## src/include/gpio_pkg.sv

```systemverilog
package gpio_pkg;

   // ------------------------------------------------------------
   // Port geometry and reset values
   // ------------------------------------------------------------
   localparam int          PORT_WIDTH        = 8;
   localparam logic [7:0]  DIR_RESET         = 8'h00;
   localparam logic [7:0]  OUT_RESET         = 8'h00;
   localparam int          SYNC_STAGES       = 2;

   // ------------------------------------------------------------
   // Command codes on the host command port
   // ------------------------------------------------------------
   typedef enum logic [1:0] {
      CMD_CONFIGURE = 2'h0,
      CMD_WRITE     = 2'h1,
      CMD_READ      = 2'h2,
      CMD_READ_EXT  = 2'h3
   } cmd_t;

endpackage : gpio_pkg

```

## src/include/port_state_if.sv

```systemverilog
interface port_state_if;
   logic [7:0] direction_mask;
   logic [7:0] output_value;
   logic [7:0] pins_sync;

   modport owner (output direction_mask, output output_value, input pins_sync);
   modport user  (input direction_mask, input output_value, output pins_sync);
endinterface : port_state_if

```

## src/hw/expansion_port_gpio.sv

```systemverilog
// Notes on behaviour
// - The port has eight pins, each independently input or output.
// - A direction bit of 0 makes its pin an input and 1 makes it an output.
// - After reset every pin is an input unless a saved setting is restored.
// - A stored output bit reaches its pin only while that pin is an output.
// - Output value bit n drives pin n.
// - A read returns the present level of all eight pins, bit n for pin n.
// - Pins set as outputs are read back at their actual level.
// - An extended read also returns the last configured direction byte.
// - An extended read also returns the last written output byte.
// - With persistence, the saved direction byte is restored at power-on.
// - With persistence, the saved output byte is restored at power-on.
module expansion_port_gpio (
   input  wire logic       clock_i,        // 250 MHz system clock
   input  wire logic       rstn_i,         // Async reset, active low
   input  wire logic       enable_i,       // Clock enable, freezes state when low
   input  wire logic       persist_en_i,   // Restore saved settings at reset release
   input  wire logic [7:0] saved_dir_i,    // Saved direction byte
   input  wire logic [7:0] saved_out_i,    // Saved output byte
   input  wire logic       cmd_valid_i,    // Command strobe
   input  wire logic [1:0] cmd_code_i,     // Command code
   input  wire logic [7:0] cmd_data_i,     // Command data byte
   output logic            cmd_ready_o,    // Command may be taken
   output logic            rsp_valid_o,    // Read answer pulse
   output logic      [7:0] pin_state_value_o,   // Pin levels
   output logic      [7:0] last_direction_mask_o, // Stored direction
   output logic      [7:0] last_output_value_o, // Stored outputs
   output logic            rsp_extended_o, // Answer came from extended read
   input  wire logic [7:0] pin_i,          // Pin levels from pads
   output logic      [7:0] pin_o,          // Pin drive values
   output logic      [7:0] pin_oe_n_o      // Output enables, low drives
);

   // ------------------------------------------------------------
   // State
   // ------------------------------------------------------------
   typedef enum {ST_RESTORE, ST_RUN} phase_t;

   phase_t        phase;
   logic [7:0]    pins_sync;
   port_state_if  st ();
   logic          cmd_take;

   // ------------------------------------------------------------
   // Command decoding
   // ------------------------------------------------------------
   // Shared by the update logic and the answer path so both read codes alike
   function automatic logic is_configure(input logic [1:0] code);
      is_configure = (code == gpio_pkg::CMD_CONFIGURE);
   endfunction : is_configure

   function automatic logic is_write(input logic [1:0] code);
      is_write = (code == gpio_pkg::CMD_WRITE);
   endfunction : is_write

   function automatic logic is_extended(input logic [1:0] code);
      is_extended = (code == gpio_pkg::CMD_READ_EXT);
   endfunction : is_extended

   // Both read codes fetch every answer field
   function automatic logic is_read(input logic [1:0] code);
      is_read = (code == gpio_pkg::CMD_READ) || is_extended(code);
   endfunction : is_read

   // ------------------------------------------------------------
   // Pin path
   // ------------------------------------------------------------
   pin_sync u_sync (
      .clock_i  (clock_i),
      .rstn_i   (rstn_i),
      .enable_i (enable_i),
      .async_i  (pin_i),
      .sync_o   (pins_sync)
   );

   pin_driver u_drv (
      .st          (st.user),
      .pins_sync_i (pins_sync),
      .pin_o       (pin_o),
      .pin_oe_n_o  (pin_oe_n_o)
   );

   // Commands wait one cycle after reset so the restore step wins
   assign cmd_ready_o = (phase == ST_RUN);
   assign cmd_take    = cmd_ready_o && cmd_valid_i;

   // ------------------------------------------------------------
   // Restore phase
   // ------------------------------------------------------------
   always_ff @(posedge clock_i or negedge rstn_i) begin
      if (!rstn_i) begin
         phase <= ST_RESTORE;
      end else if (enable_i) begin
         case (phase)
            ST_RESTORE: phase <= ST_RUN;
            ST_RUN:     phase <= ST_RUN;
            default:    phase <= ST_RESTORE;
         endcase
      end
   end

   // ------------------------------------------------------------
   // Direction byte
   // ------------------------------------------------------------
   // Saved values are sampled after release, never loaded by the async reset
   always_ff @(posedge clock_i or negedge rstn_i) begin
      if (!rstn_i) begin
         st.direction_mask <= gpio_pkg::DIR_RESET;
      end else if (enable_i) begin
         if (phase == ST_RESTORE) begin
            if (persist_en_i) begin
               st.direction_mask <= saved_dir_i;
            end
         end else if (cmd_take && is_configure(cmd_code_i)) begin
            st.direction_mask <= cmd_data_i;
         end
      end
   end

   // ------------------------------------------------------------
   // Output byte
   // ------------------------------------------------------------
   always_ff @(posedge clock_i or negedge rstn_i) begin
      if (!rstn_i) begin
         st.output_value <= gpio_pkg::OUT_RESET;
      end else if (enable_i) begin
         if (phase == ST_RESTORE) begin
            if (persist_en_i) begin
               st.output_value <= saved_out_i;
            end
         end else if (cmd_take && is_write(cmd_code_i)) begin
            st.output_value <= cmd_data_i;
         end
      end
   end

   // ------------------------------------------------------------
   // Read answers
   // ------------------------------------------------------------
   logic read_hit;
   assign read_hit = cmd_take && is_read(cmd_code_i);

   // One block per answer field, each frozen by the clock enable
   always_ff @(posedge clock_i or negedge rstn_i) begin
      if (!rstn_i) begin
         rsp_valid_o <= 1'b0;
      end else if (enable_i) begin
         rsp_valid_o <= read_hit;
      end
   end

   always_ff @(posedge clock_i or negedge rstn_i) begin
      if (!rstn_i) begin
         rsp_extended_o <= 1'b0;
      end else if (enable_i && read_hit) begin
         rsp_extended_o <= is_extended(cmd_code_i);
      end
   end

   // Pad levels, so driven outputs read back as they really are
   always_ff @(posedge clock_i or negedge rstn_i) begin
      if (!rstn_i) begin
         pin_state_value_o <= 8'h00;
      end else if (enable_i && read_hit) begin
         pin_state_value_o <= st.pins_sync;
      end
   end

   // Both stored bytes go out on a plain read too; the flag tells which was asked
   always_ff @(posedge clock_i or negedge rstn_i) begin
      if (!rstn_i) begin
         last_direction_mask_o <= 8'h00;
      end else if (enable_i && read_hit) begin
         last_direction_mask_o <= st.direction_mask;
      end
   end

   always_ff @(posedge clock_i or negedge rstn_i) begin
      if (!rstn_i) begin
         last_output_value_o <= 8'h00;
      end else if (enable_i && read_hit) begin
         last_output_value_o <= st.output_value;
      end
   end

   // ------------------------------------------------------------
   // Checks on stored state and answers
   // ------------------------------------------------------------
   a_input_undriven: assert property (@(posedge clock_i) disable iff (!rstn_i)
      (pin_oe_n_o == ~st.direction_mask)) else $error("Enable does not follow direction");

   a_out_drives_pin: assert property (@(posedge clock_i) disable iff (!rstn_i)
      (pin_o == st.output_value)) else $error("Pin value not from output byte");

   a_config_stores: assert property (@(posedge clock_i) disable iff (!rstn_i)
      enable_i && cmd_ready_o && cmd_valid_i && cmd_code_i == gpio_pkg::CMD_CONFIGURE
      |=> st.direction_mask == $past(cmd_data_i)) else $error("Direction not stored");

   a_write_stores: assert property (@(posedge clock_i) disable iff (!rstn_i)
      enable_i && cmd_ready_o && cmd_valid_i && cmd_code_i == gpio_pkg::CMD_WRITE
      |=> st.output_value == $past(cmd_data_i)) else $error("Output byte not stored");

   a_read_answer: assert property (@(posedge clock_i) disable iff (!rstn_i)
      enable_i && read_hit |=> rsp_valid_o && pin_state_value_o == $past(pins_sync))
      else $error("Read answer wrong");

   a_ext_direction: assert property (@(posedge clock_i) disable iff (!rstn_i)
      enable_i && read_hit |=> last_direction_mask_o == $past(st.direction_mask))
      else $error("Extended direction wrong");

   a_ext_output: assert property (@(posedge clock_i) disable iff (!rstn_i)
      enable_i && read_hit |=> last_output_value_o == $past(st.output_value))
      else $error("Extended output wrong");

   a_restore_dir: assert property (@(posedge clock_i) disable iff (!rstn_i)
      enable_i && phase == ST_RESTORE && persist_en_i |=> st.direction_mask == $past(saved_dir_i))
      else $error("Direction not restored");

   a_restore_out: assert property (@(posedge clock_i) disable iff (!rstn_i)
      enable_i && phase == ST_RESTORE && persist_en_i |=> st.output_value == $past(saved_out_i))
      else $error("Outputs not restored");

   a_default_input: assert property (@(posedge clock_i) disable iff (!rstn_i)
      enable_i && phase == ST_RESTORE && !persist_en_i |=> st.direction_mask == gpio_pkg::DIR_RESET)
      else $error("Pins not inputs after reset");

   // ------------------------------------------------------------
   // Checks on restore, freeze and answer timing
   // ------------------------------------------------------------
   a_ready_after: assert property (@(posedge clock_i) disable iff (!rstn_i)
      enable_i && phase == ST_RESTORE |=> cmd_ready_o)
      else $error("Commands still refused after restore");

   a_phase_settles: assert property (@(posedge clock_i) disable iff (!rstn_i)
      phase == ST_RUN |=> phase == ST_RUN)
      else $error("Restore step repeated without reset");

   a_restore_blocks: assert property (@(posedge clock_i) disable iff (!rstn_i)
      phase == ST_RESTORE |-> !cmd_ready_o)
      else $error("Command taken during restore");

   a_no_answer_restore: assert property (@(posedge clock_i) disable iff (!rstn_i)
      enable_i && phase == ST_RESTORE |=> !rsp_valid_o)
      else $error("Answer during restore");

   a_restore_keeps: assert property (@(posedge clock_i) disable iff (!rstn_i)
      enable_i && phase == ST_RESTORE && !persist_en_i |=> $stable(st.output_value))
      else $error("Output byte moved without persistence");

   // A frozen cycle leaves both stored bytes and the pin level answer as they were
   a_freeze_dir: assert property (@(posedge clock_i) disable iff (!rstn_i)
      !enable_i |=> $stable(st.direction_mask))
      else $error("Direction moved while frozen");

   a_freeze_out: assert property (@(posedge clock_i) disable iff (!rstn_i)
      !enable_i |=> $stable(st.output_value))
      else $error("Output byte moved while frozen");

   a_freeze_pins: assert property (@(posedge clock_i) disable iff (!rstn_i)
      !enable_i |=> $stable(pin_state_value_o))
      else $error("Read answer moved while frozen");

   // Once past the restore step, stored bytes move only on their own command
   a_keep_dir: assert property (@(posedge clock_i) disable iff (!rstn_i)
      enable_i && phase == ST_RUN && !(cmd_valid_i && cmd_code_i == gpio_pkg::CMD_CONFIGURE)
      |=> $stable(st.direction_mask)) else $error("Direction changed without a configure");

   a_keep_out: assert property (@(posedge clock_i) disable iff (!rstn_i)
      enable_i && phase == ST_RUN && !(cmd_valid_i && cmd_code_i == gpio_pkg::CMD_WRITE)
      |=> $stable(st.output_value)) else $error("Output byte changed without a write");

   a_read_keeps: assert property (@(posedge clock_i) disable iff (!rstn_i)
      enable_i && read_hit |=> $stable(st.direction_mask) && $stable(st.output_value))
      else $error("Read disturbed the port");

   a_rsp_single: assert property (@(posedge clock_i) disable iff (!rstn_i)
      enable_i && !read_hit |=> !rsp_valid_o)
      else $error("Answer strobe without a read");

   a_ext_flag: assert property (@(posedge clock_i) disable iff (!rstn_i)
      enable_i && read_hit |=> rsp_extended_o == ($past(cmd_code_i) == gpio_pkg::CMD_READ_EXT))
      else $error("Extended flag wrong");

   a_answer_holds: assert property (@(posedge clock_i) disable iff (!rstn_i)
      enable_i && !read_hit |=> $stable(pin_state_value_o) && $stable(last_direction_mask_o)
      && $stable(last_output_value_o)) else $error("Answer changed without a read");

   // ------------------------------------------------------------
   // Per-pin checks
   // ------------------------------------------------------------
   // Looked at bit by bit so a slip on one pin names that pin's instance
   genvar p;
   generate
      for (p = 0; p < gpio_pkg::PORT_WIDTH; p++) begin : g_pin_chk
         a_input_released: assert property (@(posedge clock_i) disable iff (!rstn_i)
            !st.direction_mask[p] |-> pin_oe_n_o[p]) else $error("Input pin is driven");

         a_output_driven: assert property (@(posedge clock_i) disable iff (!rstn_i)
            st.direction_mask[p] |-> !pin_oe_n_o[p] && pin_o[p] == st.output_value[p])
            else $error("Output pin not driven from its bit");
      end
   endgenerate

endmodule : expansion_port_gpio

```

## src/hw/pin_driver.sv

```systemverilog
module pin_driver (
   port_state_if.user      st,        // Stored port state
   input  wire logic [7:0] pins_sync_i, // Synchronised pin levels
   output logic      [7:0] pin_o,     // Pin drive value
   output logic      [7:0] pin_oe_n_o // Pin output enable, low drives
);

   assign st.pins_sync = pins_sync_i;

   genvar g;
   generate
      for (g = 0; g < 8; g++) begin : g_pin
         assign pin_o[g]      = st.output_value[g];
         assign pin_oe_n_o[g] = ~st.direction_mask[g];
      end
   endgenerate

endmodule : pin_driver

```

## src/hw/pin_sync.sv

```systemverilog
module pin_sync (
   input  wire logic       clock_i,   // System clock
   input  wire logic       rstn_i,    // Async reset, active low
   input  wire logic       enable_i,  // Clock enable
   input  wire logic [7:0] async_i,   // Raw pin levels
   output logic      [7:0] sync_o     // Synchronised levels
);

   logic [7:0] stage1;

   // First stage feeds only the second stage
   always_ff @(posedge clock_i or negedge rstn_i) begin
      if (!rstn_i) begin
         stage1 <= 8'h00;
         sync_o <= 8'h00;
      end else if (enable_i) begin
         stage1 <= async_i;
         sync_o <= stage1;
      end
   end

endmodule : pin_sync

```

## config.mk

```make
export PLATFORM = sky130hd
export DESIGN_NAME = expansion_port_gpio
export DESIGN_NICKNAME = d
export VERILOG_FILES = /design/src/include/gpio_pkg.sv /design/src/include/port_state_if.sv /design/src/hw/expansion_port_gpio.sv /design/src/hw/pin_driver.sv /design/src/hw/pin_sync.sv
export SDC_FILE = /design/constraint.sdc
export NUM_CORES = 1
export LEC_CHECK = 0
export ABC_AREA = 1
export BUFFER_PORTS_ARGS = -buffer_cell sky130_fd_sc_hd__buf_4
export CORE_ASPECT_RATIO = 0.8
export CORE_MARGIN = 1.5
export CORE_UTILIZATION = 40
export CTS_CLUSTER_SIZE = 40
export DETAILED_ROUTE_END_ITERATION = 8
export PLACE_DENSITY = 0.66
export SLEW_MARGIN = 20
export SYNTH_ARGS = -nofsm -noshare
export SYNTH_HDL_FRONTEND = slang
export SYNTH_SLANG_ARGS = --single-unit
```

## constraint.sdc

```tcl
create_clock -name clock_i -period 3.5 [get_ports clock_i]
set_clock_uncertainty 0.15 [all_clocks]
set_input_delay 0.35 -clock clock_i [delete_from_list [all_inputs] [get_ports clock_i]]
set_output_delay 0.35 -clock clock_i [all_outputs]
set_load 0.1 [all_outputs]
```

==> impl_metrics.env <==
export IMPL_ir_drop_uv=368.7
export IMPL_antenna_found_initial=0
export IMPL_max_slew_margin_pct=51.70
export IMPL_clk_pin_slew_worst_paths_ns=0.06
export IMPL_grt_pass1_wl_microns=9632
export IMPL_clock_sinks=59
export IMPL_drtIter0Drc=79
export IMPL_hold_ws_ns=0.07565
export IMPL_nFillCells=563
export IMPL_portBuffers=81
export IMPL_cap_violations=0
export IMPL_fin_crit_sh_pct=58.04
export IMPL_yosys_warnings=0
export IMPL_layout_nets=413
export IMPL_postSynthCellCount=291
export IMPL_die_w_microns=91.32
export IMPL_wl_met2_microns=2532
export IMPL_synth_seq_cells=59
export IMPL_wl_met3_microns=428
export IMPL_first_pass_iters=4
export IMPL_drive_gt1_share_pct=29.37
export IMPL_die_area_sq_um=6726
export IMPL_synthesis_area_sq_um=2496
export IMPL_ios=82
export IMPL_insertion_delay_ns=0.33
export IMPL_syn_nets=330
export IMPL_powerDensity_nw_per_um2=746.1
export IMPL_tritoncts="done"
export IMPL_crit_type="register to register"
export IMPL_grt_max_degree=60
export IMPL_n_antenna_cell=0
export IMPL_r2r_setup_slack_ns=1.47
export IMPL_vias_per_cell=4.606
export IMPL_post_cts_resized=0
export IMPL_setup_viol=0
export IMPL_start_kind="register"
export IMPL_topRoutingLayerUsed="met4"
export IMPL_die_h_microns=73.66
export IMPL_final_util_pct=55.64
export IMPL_critPathMaxFanout=36
export IMPL_slew_viol_final=0
export IMPL_ys_seq_area_share_pct=59.15
export IMPL_cts_max_path_buffers=2
export IMPL_hp_class="input port to register"
export IMPL_hold_viol=0
export IMPL_grt_overflow_total=0
export IMPL_timing_final_crit_period_ns=2.032
export IMPL_end_kind="register"
export IMPL_routed_wl_microns=5650
export IMPL_leakage_nw=1.839
export IMPL_wl_met1_microns=2653
export IMPL_arrival_ns=2.15
export IMPL_clock_fmax_ghz=0.4922
export IMPL_worstMarginPinSlew_ns=0.7245
export IMPL_vias=2114
export IMPL_synth_cell_types=18
export IMPL_grt_pass1_vias=2060
export IMPL_area_growth_pct=33.18
export IMPL_hpwlAfterDp_microns=4107
export IMPL_initial_utilization_pct=41.78
export IMPL_gp_congestion=0.7454
export IMPL_clockRootBuffer="clkbuf_8"
export IMPL_numCtsBuffers=9
export IMPL_drtAntennaViolNets=0
export IMPL_setup_tns_ns=0
export IMPL_required_ns=3.62
export IMPL_drc=0
export IMPL_grtUsageTotal_pct=19.05
export IMPL_cts_max_level=3
export IMPL_core_sq_um=5974
export IMPL_wl_per_cell_microns=12.31
export IMPL_status="finished clean"
export IMPL_rows=25
export IMPL_rsz0062_at_grt="false"
export IMPL_syn_avg_cell_area_sq_um=8.578
[final cells by class]
| type | instances | area (sq um) | share of cell area (%) |
|---|---|---|---|
| Sequential cell | 59 | 1476 | 44.41 |
| Multi-Input combinational cell | 204 | 880.8 | 26.50 |
| Timing Repair Buffer | 82 | 618.1 | 18.59 |
| Clock buffer | 13 | 168.9 | 5.081 |
| Tap cell | 81 | 101.3 | 3.049 |
| Inverter | 18 | 68.82 | 2.070 |
| Clock inverter | 2 | 10.01 | 0.3011 |
[Yosys cell counts]
library cell	count	share of area, %
buf_2	5	1.0
buf_4	1	0.30
buf_6	3	1.4
clkbuf_1	1	0.15
clkinv_2	1	0.20
dfrtp_1	59	59
inv_1	15	2.3
inv_2	2	0.30
nand2_1	159	24
nand2_2	4	1.0
nand3_1	17	3.4
nand4_4	1	0.85
nor2_1	1	0.15
nor2_2	1	0.25
nor2_8	1	0.80
o21ai_0	11	2.2
o21ai_1	3	0.60
o21ai_2	6	2.1
[flip-flops by register name, indices dropped and copies added, names as in the netlist]
| name | cells |
|---|---|
| st.output_value | 8 |
| st.direction_mask | 8 |
| u_sync.sync_o | 8 |
| last_direction_mask_o | 8 |
| pin_state_value_o | 8 |
| u_sync.stage1 | 8 |
| phase | 1 |
| rsp_valid_o | 1 |
| last_output_value_o | 8 |
| rsp_extended_o | 1 |
[worst max-delay path, cell delays in order, from the launching register on]
cell	delay [ns]
dfrtp_1	0.68
nand4_4	0.57
clkinv_2	0.40
nand2_1	0.10
nand2_1	0.06
[power by group]
part           total (W)  internal, W  switching [W]
Clock           0.000554     0.000309       0.000245
Combinational    0.00106     0.000204       0.000858
Sequential      0.000864     0.000795      0.0000691
[through the flow]
step | power, W | cell area (sq um) | setup slack, ns | cells
finish | 0.002480 | 3324 | 1.468 | 459
global route | 0.002587 | 3324 | 1.211 | 459
CTS | 0.002507 | 3324 | 1.424 | 459
detailed placement | 0.001945 | 3136 | 1.437 | 443
global placement | 0.001936 | 3136 | 1.512 | 443
floorplan | 0.001693 | 2496 | 1.511 | 291
[logic make-up (layout without fill, tap and decap cells)]
kind of cell | after synthesis | in the layout | share of synthesized area, %
DFF | 59 | 59 | 59.15
buffers and inverters | 28 | 115 | 5.563
AOI/OAI and AO/OA | 20 | 20 | 4.912
and+or+nand+nor | 184 | 184 | 30.38
[path summary, 6_finish.rpt]
path / startpoint / end / depth (start not counted)
setup / recovery: phase[0] / pin_state_value_o[1] / 4
max in group asynchronous: rstn_i / last_direction_mask_o[0] / 2
setup reg to reg: phase[0] / pin_state_value_o[1] / 4
min in group asynchronous: rstn_i / st.direction_mask[7] / 2
hold / removal: pin_i[1] / u_sync.stage1[1] / 3
hold reg to reg: u_sync.sync_o[6] / pin_state_value_o[6] / 2
[metal layers]
| layer | GRT usage (%) | up-vias |
|---|---|---|
| met5 | 0 | - |
| met4 | 5.208 | 0 |
| li1 | - | 1070 |
| met1 | 24.65 | 962 |
| met2 | 30.02 | 78 |
| met3 | 7.557 | 4 |
[layout by cell type, fill, tap and decap left out]
cell             n
clkinv_2         3
clkbuf_8        12
o21ai_2          6
nand3_1         17
dlygate4sd3_1    1
o21ai_1          3
o21ai_0         11
nor2_1           1
buf_4           81
nand4_4          1
nand2_2          4
clkbuf_1         1
inv_1           15
inv_2            2
dfrtp_1         59
nand2_1        159
nor2_2           1
nor2_8           1
[repair_timing]
action / in CTS / in global routing
hold buffers: 1 / 0
hold endpoints to repair: 59 / 0
setup buffers: 0 / 0
(Power assumes the default switching activity.)
